[src/timer_pkg.sv]
package timer_pkg;

  // ----------------------------------------------------------------
  // register map (word indices; the byte address is the index shifted left by two)
  // ----------------------------------------------------------------
  localparam logic [7:0] IDX_CONFIG   = 8'h30;
  localparam logic [7:0] IDX_ENABLE   = 8'h31;
  localparam logic [7:0] IDX_T0_RLD_L = 8'h34;
  localparam logic [7:0] IDX_T0_RLD_H = 8'h35;
  localparam logic [7:0] IDX_T0_CNT_L = 8'h36;
  localparam logic [7:0] IDX_T0_CNT_H = 8'h37;
  localparam logic [7:0] IDX_T1_RLD_L = 8'h38;
  localparam logic [7:0] IDX_T1_RLD_H = 8'h39;
  localparam logic [7:0] IDX_T1_CNT_L = 8'h3A;
  localparam logic [7:0] IDX_T1_CNT_H = 8'h3B;
  localparam logic [7:0] IDX_IRQ_STAT = 8'h3C;
  localparam logic [7:0] IDX_IRQ_EN   = 8'h3D;
  localparam logic [7:0] IDX_IRQ_CLR  = 8'h3E;

  localparam int          ADDR_W       = 10;
  localparam logic [7:0]  RST_DIV      = 8'h00;
  localparam logic [1:0]  RST_ENABLE   = 2'h0;
  localparam logic [31:0] RST_RELOAD   = 32'h0000_0000;
  localparam logic [31:0] RST_COUNT    = 32'h0000_0000;
  localparam logic [1:0]  RST_IRQ      = 2'h0;
  localparam int          HALF_W       = 16;

  // ----------------------------------------------------------------
  // carriers
  // ----------------------------------------------------------------
  typedef struct packed {
    logic        rld_wr_lo;
    logic        rld_wr_hi;
    logic        cnt_wr_lo;
    logic        cnt_wr_hi;
    logic [15:0] wdata;
  } timer_wr_t;

  typedef struct packed {
    logic [31:0] reload;
    logic [31:0] count;
  } timer_view_t;

  // byte address of a word index
  function automatic logic [ADDR_W-1:0] byte_addr(input logic [7:0] idx);
    byte_addr = {idx, 2'b00};
  endfunction : byte_addr

  // replace one 16-bit half of a 32-bit word
  function automatic logic [31:0] put_half(input logic [31:0] w,
                                           input logic        hi,
                                           input logic [15:0] h);
    put_half = hi ? {h, w[15:0]} : {w[31:16], h};
  endfunction : put_half

endpackage : timer_pkg

[src/reload_down_counter.sv]
`timescale 1ns/1ps
`default_nettype none
module reload_down_counter
  import timer_pkg::*;
#(
  parameter int WIDTH = 32
) (
  input  wire logic  pclk,
  input  wire logic  presetn,
  input  wire logic  run,
  input  wire logic  tick,
  input  wire timer_wr_t wr,
  output timer_view_t view,
  output logic       underflow
);

  logic [WIDTH-1:0] reload_q, reload_d;
  logic [WIDTH-1:0] count_q, count_d;
  logic        run_q, run_d;
  logic        uf_q, uf_d;

  // ----------------------------------------------------------------
  // next state: software writes win over counting in the same cycle
  // ----------------------------------------------------------------
  always_comb begin
    reload_d = reload_q;
    count_d  = count_q;
    run_d    = run;
    uf_d     = 1'b0;
    if (wr.rld_wr_lo) reload_d = put_half(reload_q, 1'b0, wr.wdata);
    if (wr.rld_wr_hi) reload_d = put_half(reload_q, 1'b1, wr.wdata);
    if (run && !run_q) begin
      count_d = reload_q;
    end else if (run && tick) begin
      if (count_q == '0) begin
        // reload makes the period c+1 ticks
        count_d = reload_q;
        uf_d    = 1'b1;
      end else begin
        count_d = count_q - 32'h0000_0001;
      end
    end
    if (wr.cnt_wr_lo) count_d = put_half(count_d, 1'b0, wr.wdata);
    if (wr.cnt_wr_hi) count_d = put_half(count_d, 1'b1, wr.wdata);
  end

  always_ff @(posedge pclk or negedge presetn) begin
    if (!presetn) begin
      reload_q <= RST_RELOAD;
      count_q  <= RST_COUNT;
      run_q    <= 1'b0;
      uf_q     <= 1'b0;
    end else begin
      reload_q <= reload_d;
      count_q  <= count_d;
      run_q    <= run_d;
      uf_q     <= uf_d;
    end
  end

  // one driver for the whole view, fields packed in struct order
  assign view = '{reload: reload_q, count: count_q};
  assign underflow   = uf_q;

endmodule : reload_down_counter
`default_nettype wire

[src/dual_reload_down_timer.sv]
// Our own choices: the register offsets and the APB slave port.
`timescale 1ns/1ps
`default_nettype none
module dual_reload_down_timer
  import timer_pkg::*;
#(
  parameter int DIV_W = 8
) (
  input  wire logic        pclk,
  input  wire logic        presetn,
  input  wire logic        psel,
  input  wire logic        penable,
  input  wire logic        pwrite,
  input  wire logic [31:0] paddr,
  input  wire logic [31:0] pwdata,
  output logic [31:0]      prdata,
  output logic             pready,
  output logic             pslverr,
  output logic             irq
);

  // ----------------------------------------------------------------
  // state
  // ----------------------------------------------------------------
  logic [DIV_W-1:0] div_q, div_d;
  logic [DIV_W-1:0] pre_q, pre_d;
  logic             tick_q, tick_d;
  logic [1:0]       en_q, en_d;
  logic [1:0]       stat_q, stat_d;
  logic [1:0]       ien_q, ien_d;
  logic             irq_q, irq_d;
  logic [31:0]      rdata_q, rdata_d;
  logic             ready_q, ready_d;
  logic             err_q, err_d;
  logic [1:0]       uf;
  timer_wr_t        wr0, wr1;
  timer_view_t      v0, v1;
  logic             wr_acc;
  logic             rd_acc;
  logic [ADDR_W-1:0] a;

  // byte address; upper address bits ignored, so the map repeats
  assign a      = paddr[ADDR_W-1:0];
  // one wait state: access completes on the edge where ready_q is high
  assign wr_acc = psel && penable && ready_q && pwrite;
  assign rd_acc = psel && penable && !ready_q && !pwrite;

  // ----------------------------------------------------------------
  // address decode
  // ----------------------------------------------------------------
  // true when the decoded address is the byte address of word idx
  function automatic logic hits(input logic [ADDR_W-1:0] at, input logic [7:0] idx);
    hits = (at == byte_addr(idx));
  endfunction : hits

  // ----------------------------------------------------------------
  // shared prescaler
  // ----------------------------------------------------------------
  // >= rather than == so lowering the divider never skips a wrap
  always_comb begin
    tick_d = 1'b0;
    pre_d  = pre_q;
    if (pre_q >= div_q) begin
      pre_d  = '0;
      tick_d = 1'b1;
    end else begin
      pre_d = pre_q + 1'b1;
    end
  end

  // prescaler count and tick pulse
  always_ff @(posedge pclk or negedge presetn) begin
    if (!presetn) begin
      pre_q  <= '0;
      tick_q <= 1'b0;
    end else begin
      pre_q  <= pre_d;
      tick_q <= tick_d;
    end
  end

  // ----------------------------------------------------------------
  // write strobes toward the two counters
  // ----------------------------------------------------------------
  // halves share the data lines; only the strobe picks the word
  always_comb begin
    wr0           = '0;
    wr1           = '0;
    wr0.wdata     = pwdata[HALF_W-1:0];
    wr1.wdata     = pwdata[HALF_W-1:0];
    wr0.rld_wr_lo = wr_acc && hits(a, IDX_T0_RLD_L);
    wr0.rld_wr_hi = wr_acc && hits(a, IDX_T0_RLD_H);
    wr0.cnt_wr_lo = wr_acc && hits(a, IDX_T0_CNT_L);
    wr0.cnt_wr_hi = wr_acc && hits(a, IDX_T0_CNT_H);
    wr1.rld_wr_lo = wr_acc && hits(a, IDX_T1_RLD_L);
    wr1.rld_wr_hi = wr_acc && hits(a, IDX_T1_RLD_H);
    wr1.cnt_wr_lo = wr_acc && hits(a, IDX_T1_CNT_L);
    wr1.cnt_wr_hi = wr_acc && hits(a, IDX_T1_CNT_H);
  end

  // both timers share one tick, so equal settings stay in step
  reload_down_counter #(
    .WIDTH (32)
  ) u_timer0 (
    .pclk      (pclk),
    .presetn   (presetn),
    .run       (en_q[0]),
    .tick      (tick_q),
    .wr        (wr0),
    .view      (v0),
    .underflow (uf[0])
  );

  reload_down_counter #(
    .WIDTH (32)
  ) u_timer1 (
    .pclk      (pclk),
    .presetn   (presetn),
    .run       (en_q[1]),
    .tick      (tick_q),
    .wr        (wr1),
    .view      (v1),
    .underflow (uf[1])
  );

  // ----------------------------------------------------------------
  // control registers and interrupt status
  // ----------------------------------------------------------------
  // register writes land only on the edge that completes the access
  always_comb begin
    div_d = div_q;
    en_d  = en_q;
    ien_d = ien_q;
    stat_d = stat_q;
    if (wr_acc && hits(a, IDX_CONFIG)) div_d = pwdata[DIV_W-1:0];
    if (wr_acc && hits(a, IDX_ENABLE)) en_d = pwdata[1:0];
    if (wr_acc && hits(a, IDX_IRQ_EN)) ien_d = pwdata[1:0];
    if (wr_acc && hits(a, IDX_IRQ_CLR)) stat_d = stat_q & ~pwdata[1:0];
    // set after clear so a same-cycle underflow is kept
    stat_d = stat_d | uf;
    irq_d  = |(stat_d & ien_d);
  end

  // control, status and interrupt registers
  always_ff @(posedge pclk or negedge presetn) begin
    if (!presetn) begin
      div_q  <= RST_DIV;
      en_q   <= RST_ENABLE;
      ien_q  <= RST_IRQ;
      stat_q <= RST_IRQ;
      irq_q  <= 1'b0;
    end else begin
      div_q  <= div_d;
      en_q   <= en_d;
      ien_q  <= ien_d;
      stat_q <= stat_d;
      irq_q  <= irq_d;
    end
  end

  // ----------------------------------------------------------------
  // apb answer: ready one cycle into access, unmapped gives pslverr
  // ----------------------------------------------------------------
  // read data is taken in the first access cycle, shown in the second
  always_comb begin
    ready_d = psel && penable && !ready_q;
    rdata_d = rdata_q;
    err_d   = 1'b0;
    if (psel && penable && !ready_q) begin
      rdata_d = 32'h0000_0000;
      unique case (a)
        byte_addr(IDX_CONFIG):   rdata_d[DIV_W-1:0] = div_q;
        byte_addr(IDX_ENABLE):   rdata_d[1:0] = en_q;
        byte_addr(IDX_T0_RLD_L): rdata_d[15:0] = v0.reload[15:0];
        byte_addr(IDX_T0_RLD_H): rdata_d[15:0] = v0.reload[31:16];
        byte_addr(IDX_T0_CNT_L): rdata_d[15:0] = v0.count[15:0];
        byte_addr(IDX_T0_CNT_H): rdata_d[15:0] = v0.count[31:16];
        byte_addr(IDX_T1_RLD_L): rdata_d[15:0] = v1.reload[15:0];
        byte_addr(IDX_T1_RLD_H): rdata_d[15:0] = v1.reload[31:16];
        byte_addr(IDX_T1_CNT_L): rdata_d[15:0] = v1.count[15:0];
        byte_addr(IDX_T1_CNT_H): rdata_d[15:0] = v1.count[31:16];
        byte_addr(IDX_IRQ_STAT): rdata_d[1:0] = stat_q;
        byte_addr(IDX_IRQ_EN):   rdata_d[1:0] = ien_q;
        byte_addr(IDX_IRQ_CLR):  rdata_d = 32'h0000_0000; // write only
        default:                 err_d = 1'b1;
      endcase
    end
  end

  // bus answer registers
  always_ff @(posedge pclk or negedge presetn) begin
    if (!presetn) begin
      rdata_q <= 32'h0000_0000;
      ready_q <= 1'b0;
      err_q   <= 1'b0;
    end else begin
      rdata_q <= rdata_d;
      ready_q <= ready_d;
      err_q   <= err_d;
    end
  end

  // ----------------------------------------------------------------
  // outputs, each straight from a register
  // ----------------------------------------------------------------
  assign prdata  = rdata_q;
  assign pready  = ready_q;
  assign pslverr = err_q;
  assign irq     = irq_q;

  // bits the design never uses (upper paddr and pwdata bits, rd_acc), gathered to show they are unused
  logic unused_ok;
  assign unused_ok = ^{paddr[31:ADDR_W], pwdata[31:HALF_W], rd_acc};

endmodule : dual_reload_down_timer
`default_nettype wire

[config.mk]
export PLATFORM = sky130hd
export DESIGN_NAME = dual_reload_down_timer
export DESIGN_NICKNAME = d
export VERILOG_FILES = /design/src/timer_pkg.sv /design/src/reload_down_counter.sv /design/src/dual_reload_down_timer.sv
export SDC_FILE = /design/constraint.sdc
export NUM_CORES = 1
export LEC_CHECK = 0
export ABC_AREA = 0
export BUFFER_PORTS_ARGS = -buffer_cell sky130_fd_sc_hd__buf_4
export CAP_MARGIN = 20
export CELL_PAD_IN_SITES_DETAIL_PLACEMENT = 1
export CELL_PAD_IN_SITES_GLOBAL_PLACEMENT = 2
export CORE_ASPECT_RATIO = 0.8
export CORE_MARGIN = 1.5
export CORE_UTILIZATION = 38
export DETAILED_ROUTE_END_ITERATION = 6
export GPL_ROUTABILITY_DRIVEN = 0
export MAX_ROUTING_LAYER = met4
export PLACE_DENSITY_LB_ADDON = 0.1
export SLEW_MARGIN = 20
export SYNTH_ARGS = -nofsm -noshare
export SYNTH_HDL_FRONTEND = slang
export SYNTH_SLANG_ARGS = --single-unit
[constraint.sdc]
create_clock -name pclk -period 3.82 [get_ports pclk]
set_clock_uncertainty 0.05 [all_clocks]
set_input_delay 0.573 -clock pclk [delete_from_list [all_inputs] [get_ports pclk]]
set_output_delay 0.573 -clock pclk [all_outputs]
set_load 0.02 [all_outputs]
==> impl_metrics.py <==
metrics = {
    "synthesis": {
        "synth.area.mux_share_pct": 11.8,
        "synth-seq-cells": 174,
        "synth_top_area_cell": "dfrtp_1",
        "yosys_warnings": 0,
        "seq_area_frac_synth_pct": 42.1,
        "yosys.area_share.simple_pct": 17.9,
        "syn_area_mm2": 0.0103,
        "async_flop_share_pct": 100,
        "synth_top_area_share_pct": 42.1,
        "synth_edf_count": 0,
        "synth_xor_area_share_pct": 4.99,
        "synth_ff_type": "dfrtp_1",
        "synth_compound_area_share_pct": 17.0,
        "syn_inst": 1097,
        "avgSynthCellArea_um2": 9.43,
        "synthAdderAreaFrac_pct": 1.57,
        "synth_area_leaders": "dfrtp_1, mux2_2, a21oi_1, xnor2_1, nor2_1",
        "synth_top_family_by_area": "simple AND/OR/NAND/NOR gates",
        "synth_cell_type_count": 68,
    },
    "worst_hold_path": {
        "hold_path.class": "in2async",
    },
    "routing": {
        "wl_per_cell_um": 25.3,
        "drt_iter0_drc": 652,
        "ant_nets": 0,
        "routed_via_density": 6.00,
        "vias": 9026,
        "first_pass_iters": 7,
        "drc": 0,
        "wirelength_um": 38100,
    },
    "critical_path": {
        "critPathMaxFanout": 13,
        "regToRegEndpoint": "u_timer0.count_q[17]",
        "critical_path_class": "reg2reg",
        "r2r_slack_ns": 0.70,
        "cp.arrival_ns": 3.40,
        "critPathRequiredTime_ns": 4.10,
        "r2r_start": "u_timer0.count_q[5]",
        "worstRegToRegCells": 7,
        "cp-end-kind": "flip-flop",
        "start_kind": "flip-flop",
    },
    "grt": {
        "grt_pass1_wl_um": 58500,
        "grt.overflow.total": 0,
        "grt_start_max_net_pins": 73,
        "grt_use_total_pct": 28.8,
        "grt_pass1_vias": 9098,
        "grt_antenna_before_repair": 0,
    },
    "final_layout": {
        "antenna_cells": 0,
        "instances_no_fill": 1505,
        "final_cell_mix": "dfrtp_1, nor2_1, buf_4",
        "syn_to_final_growth_pct": 13.9,
        "nets": 1217,
        "final_common_cell": "dfrtp_1",
        "final_util_pct": 44.4,
        "layout-drive-gt1-share_pct": 20.0,
    },
    "floorplan": {
        "num_rows": 53,
        "die_h_um": 151,
        "die_x_um": 187,
        "start_util_pct": 39.0,
        "die-area_mm2": 0.0282,
        "pin_count": 104,
        "design.core.area_mm2": 0.0265,
    },
    "clocking": {
        "cts_root_buf": "clkbuf_16",
        "worstSkewPairLatency_ns": 0.44,
        "cts_tree": "yes",
        "post-cts-setup-buffer-count": 0,
        "cts-resized-gates": 0,
        "cts_hold_buf": 0,
        "clkTransAtPathRegs_ns": 0.07,
        "ctsHtreeMaxLevel": 4,
        "numCtsBuffers": 17,
        "cts_sinks": 174,
        "clk_path_buf_depth": 2,
    },
    "timing": {
        "slew_violations": 0,
        "clock.fmax_mhz": 320,
        "relSlewSlack_pct": 35.7,
        "rsz0062_at_grt": "no",
        "setup_viol": 0,
        "fin_crit_ns": 3.12,
        "hold_viol": 0,
        "finalCritPeriodShare_pct": 81.8,
        "tns_ns": 0,
        "tightest_slew_ns": 0.964,
    },
    "placement": {
        "placed_cells": 1473,
        "hpwl_um": 27100,
        "portBuffers": 49,
    },
    "pwr": {
        "irDropWorstVdd_mv": 0.304,
        "power_density_mw_per_mm2": 332,
        "p_leak_nw": 5.11,
    },
    "run": {
        "drv_cap": 0,
    },
    "run_status": {
        "status": "complete, no violations",
    },
}
==> final cells by class <==
| cell class | instances | area (um^2) |
|---|---|---|
| well taps | 357 | 447 |
| multi-input cells | 830 | 5620 |
| clock inverters | 12 | 139 |
| clock buffers | 20 | 447 |
| repair buffers | 92 | 709 |
| inverters | 20 | 75.1 |
| flip-flops and latches | 174 | 4350 |
| fillers | 3022 | 14700 |
==> cell usage after synthesis, drive strengths merged (6+ instances only) <==
cell type	number
o22ai	27
ha	13
a221oi	24
mux2	76
nand3	30
or4	10
a22oi	21
a31oi	8
nor2	93
a21oi	75
or2	8
nor3	34
nand2	77
mux2i	25
clkbuf	56
o32ai	6
buf	32
a211oi	6
nor4	16
inv	19
nand4	9
dfrtp	174
and3	38
xor2	18
xnor2	41
or3	11
o21ai	70
==> flip-flops by register name, indices dropped and copies added, names as in the netlist <==
signal / count
prdata: 16
u_timer1.count_q: 32
u_timer0.count_q: 32
u_timer1.reload_q: 32
u_timer0.reload_q: 32
pre_q: 8
stat_q: 2
ien_q: 2
pslverr: 1
u_timer1.run_q: 1
u_timer1.underflow: 1
u_timer0.underflow: 1
div_q: 8
pready: 1
en_q: 2
irq: 1
u_timer0.run_q: 1
tick_q: 1
==> kinds of logic after synthesis <==
group                      count (synthesis)
xor gates and xnor gates                  59
AOI/OAI and AO/OA                        276
other                                      1
adders and majority gates                 13
and+or+nand+nor                          360
muxes                                    106
DFF                                      174
buffers and inverters                    108
==> stage by stage <==
step	hold WS, ns	setup WS [ns]	instance area [um^2]	power, mW
floorplan	0.227	1.00	10400	2.02
global placement	0.387	0.715	11200	2.16
detailed placement	0.395	0.652	11200	2.16
CTS	0.122	0.610	11800	3.96
global route	0.128	0.495	11800	4.04
finish	0.0954	0.697	11800	3.92
==> metal layers <==
| metal | GRT usage, % | vias up | wire [um] |
|---|---|---|---|
| li1 | - | 4096 | - |
| met1 | 40.8 | 4580 | 18500 |
| met2 | 41.5 | 319 | 16200 |
| met3 | 6.39 | 31 | 2670 |
| met4 | 7.28 | 0 | 641 |
| met5 | - | - | 0 |
==> worst max-delay path, cell delays in order, from the launching register on <==
cell and delay (ns):
dfrtp_1 0.49, or4_4 0.59, or4_4 0.52, or4_1 0.66, nand2b_1 0.12, buf_4 0.21, a21oi_1 0.07, a211o_1 0.29
==> how the worst max path moves through the flow <==
stage	startpoint	end	slack, ns
3_5_place_dp	u_timer1.count_q[12]	u_timer1.count_q[23]	0.65
3_3_place_gp	u_timer1.count_q[0]	u_timer1.count_q[29]	0.72
2_1_floorplan	paddr[2]	u_timer1.reload_q[24]	1.00
6_report	u_timer0.count_q[5]	u_timer0.count_q[17]	0.70
4_1_cts	u_timer1.count_q[0]	u_timer1.count_q[26]	0.61
5_1_grt	u_timer1.count_q[12]	u_timer1.count_q[20]	0.49
==> power breakdown <==
group	internal (mW)	switching, mW
clock	0.987	0.803
combinational	0.0725	0.182
sequential	1.85	0.0173
Power figures use the tool's default switching activity.
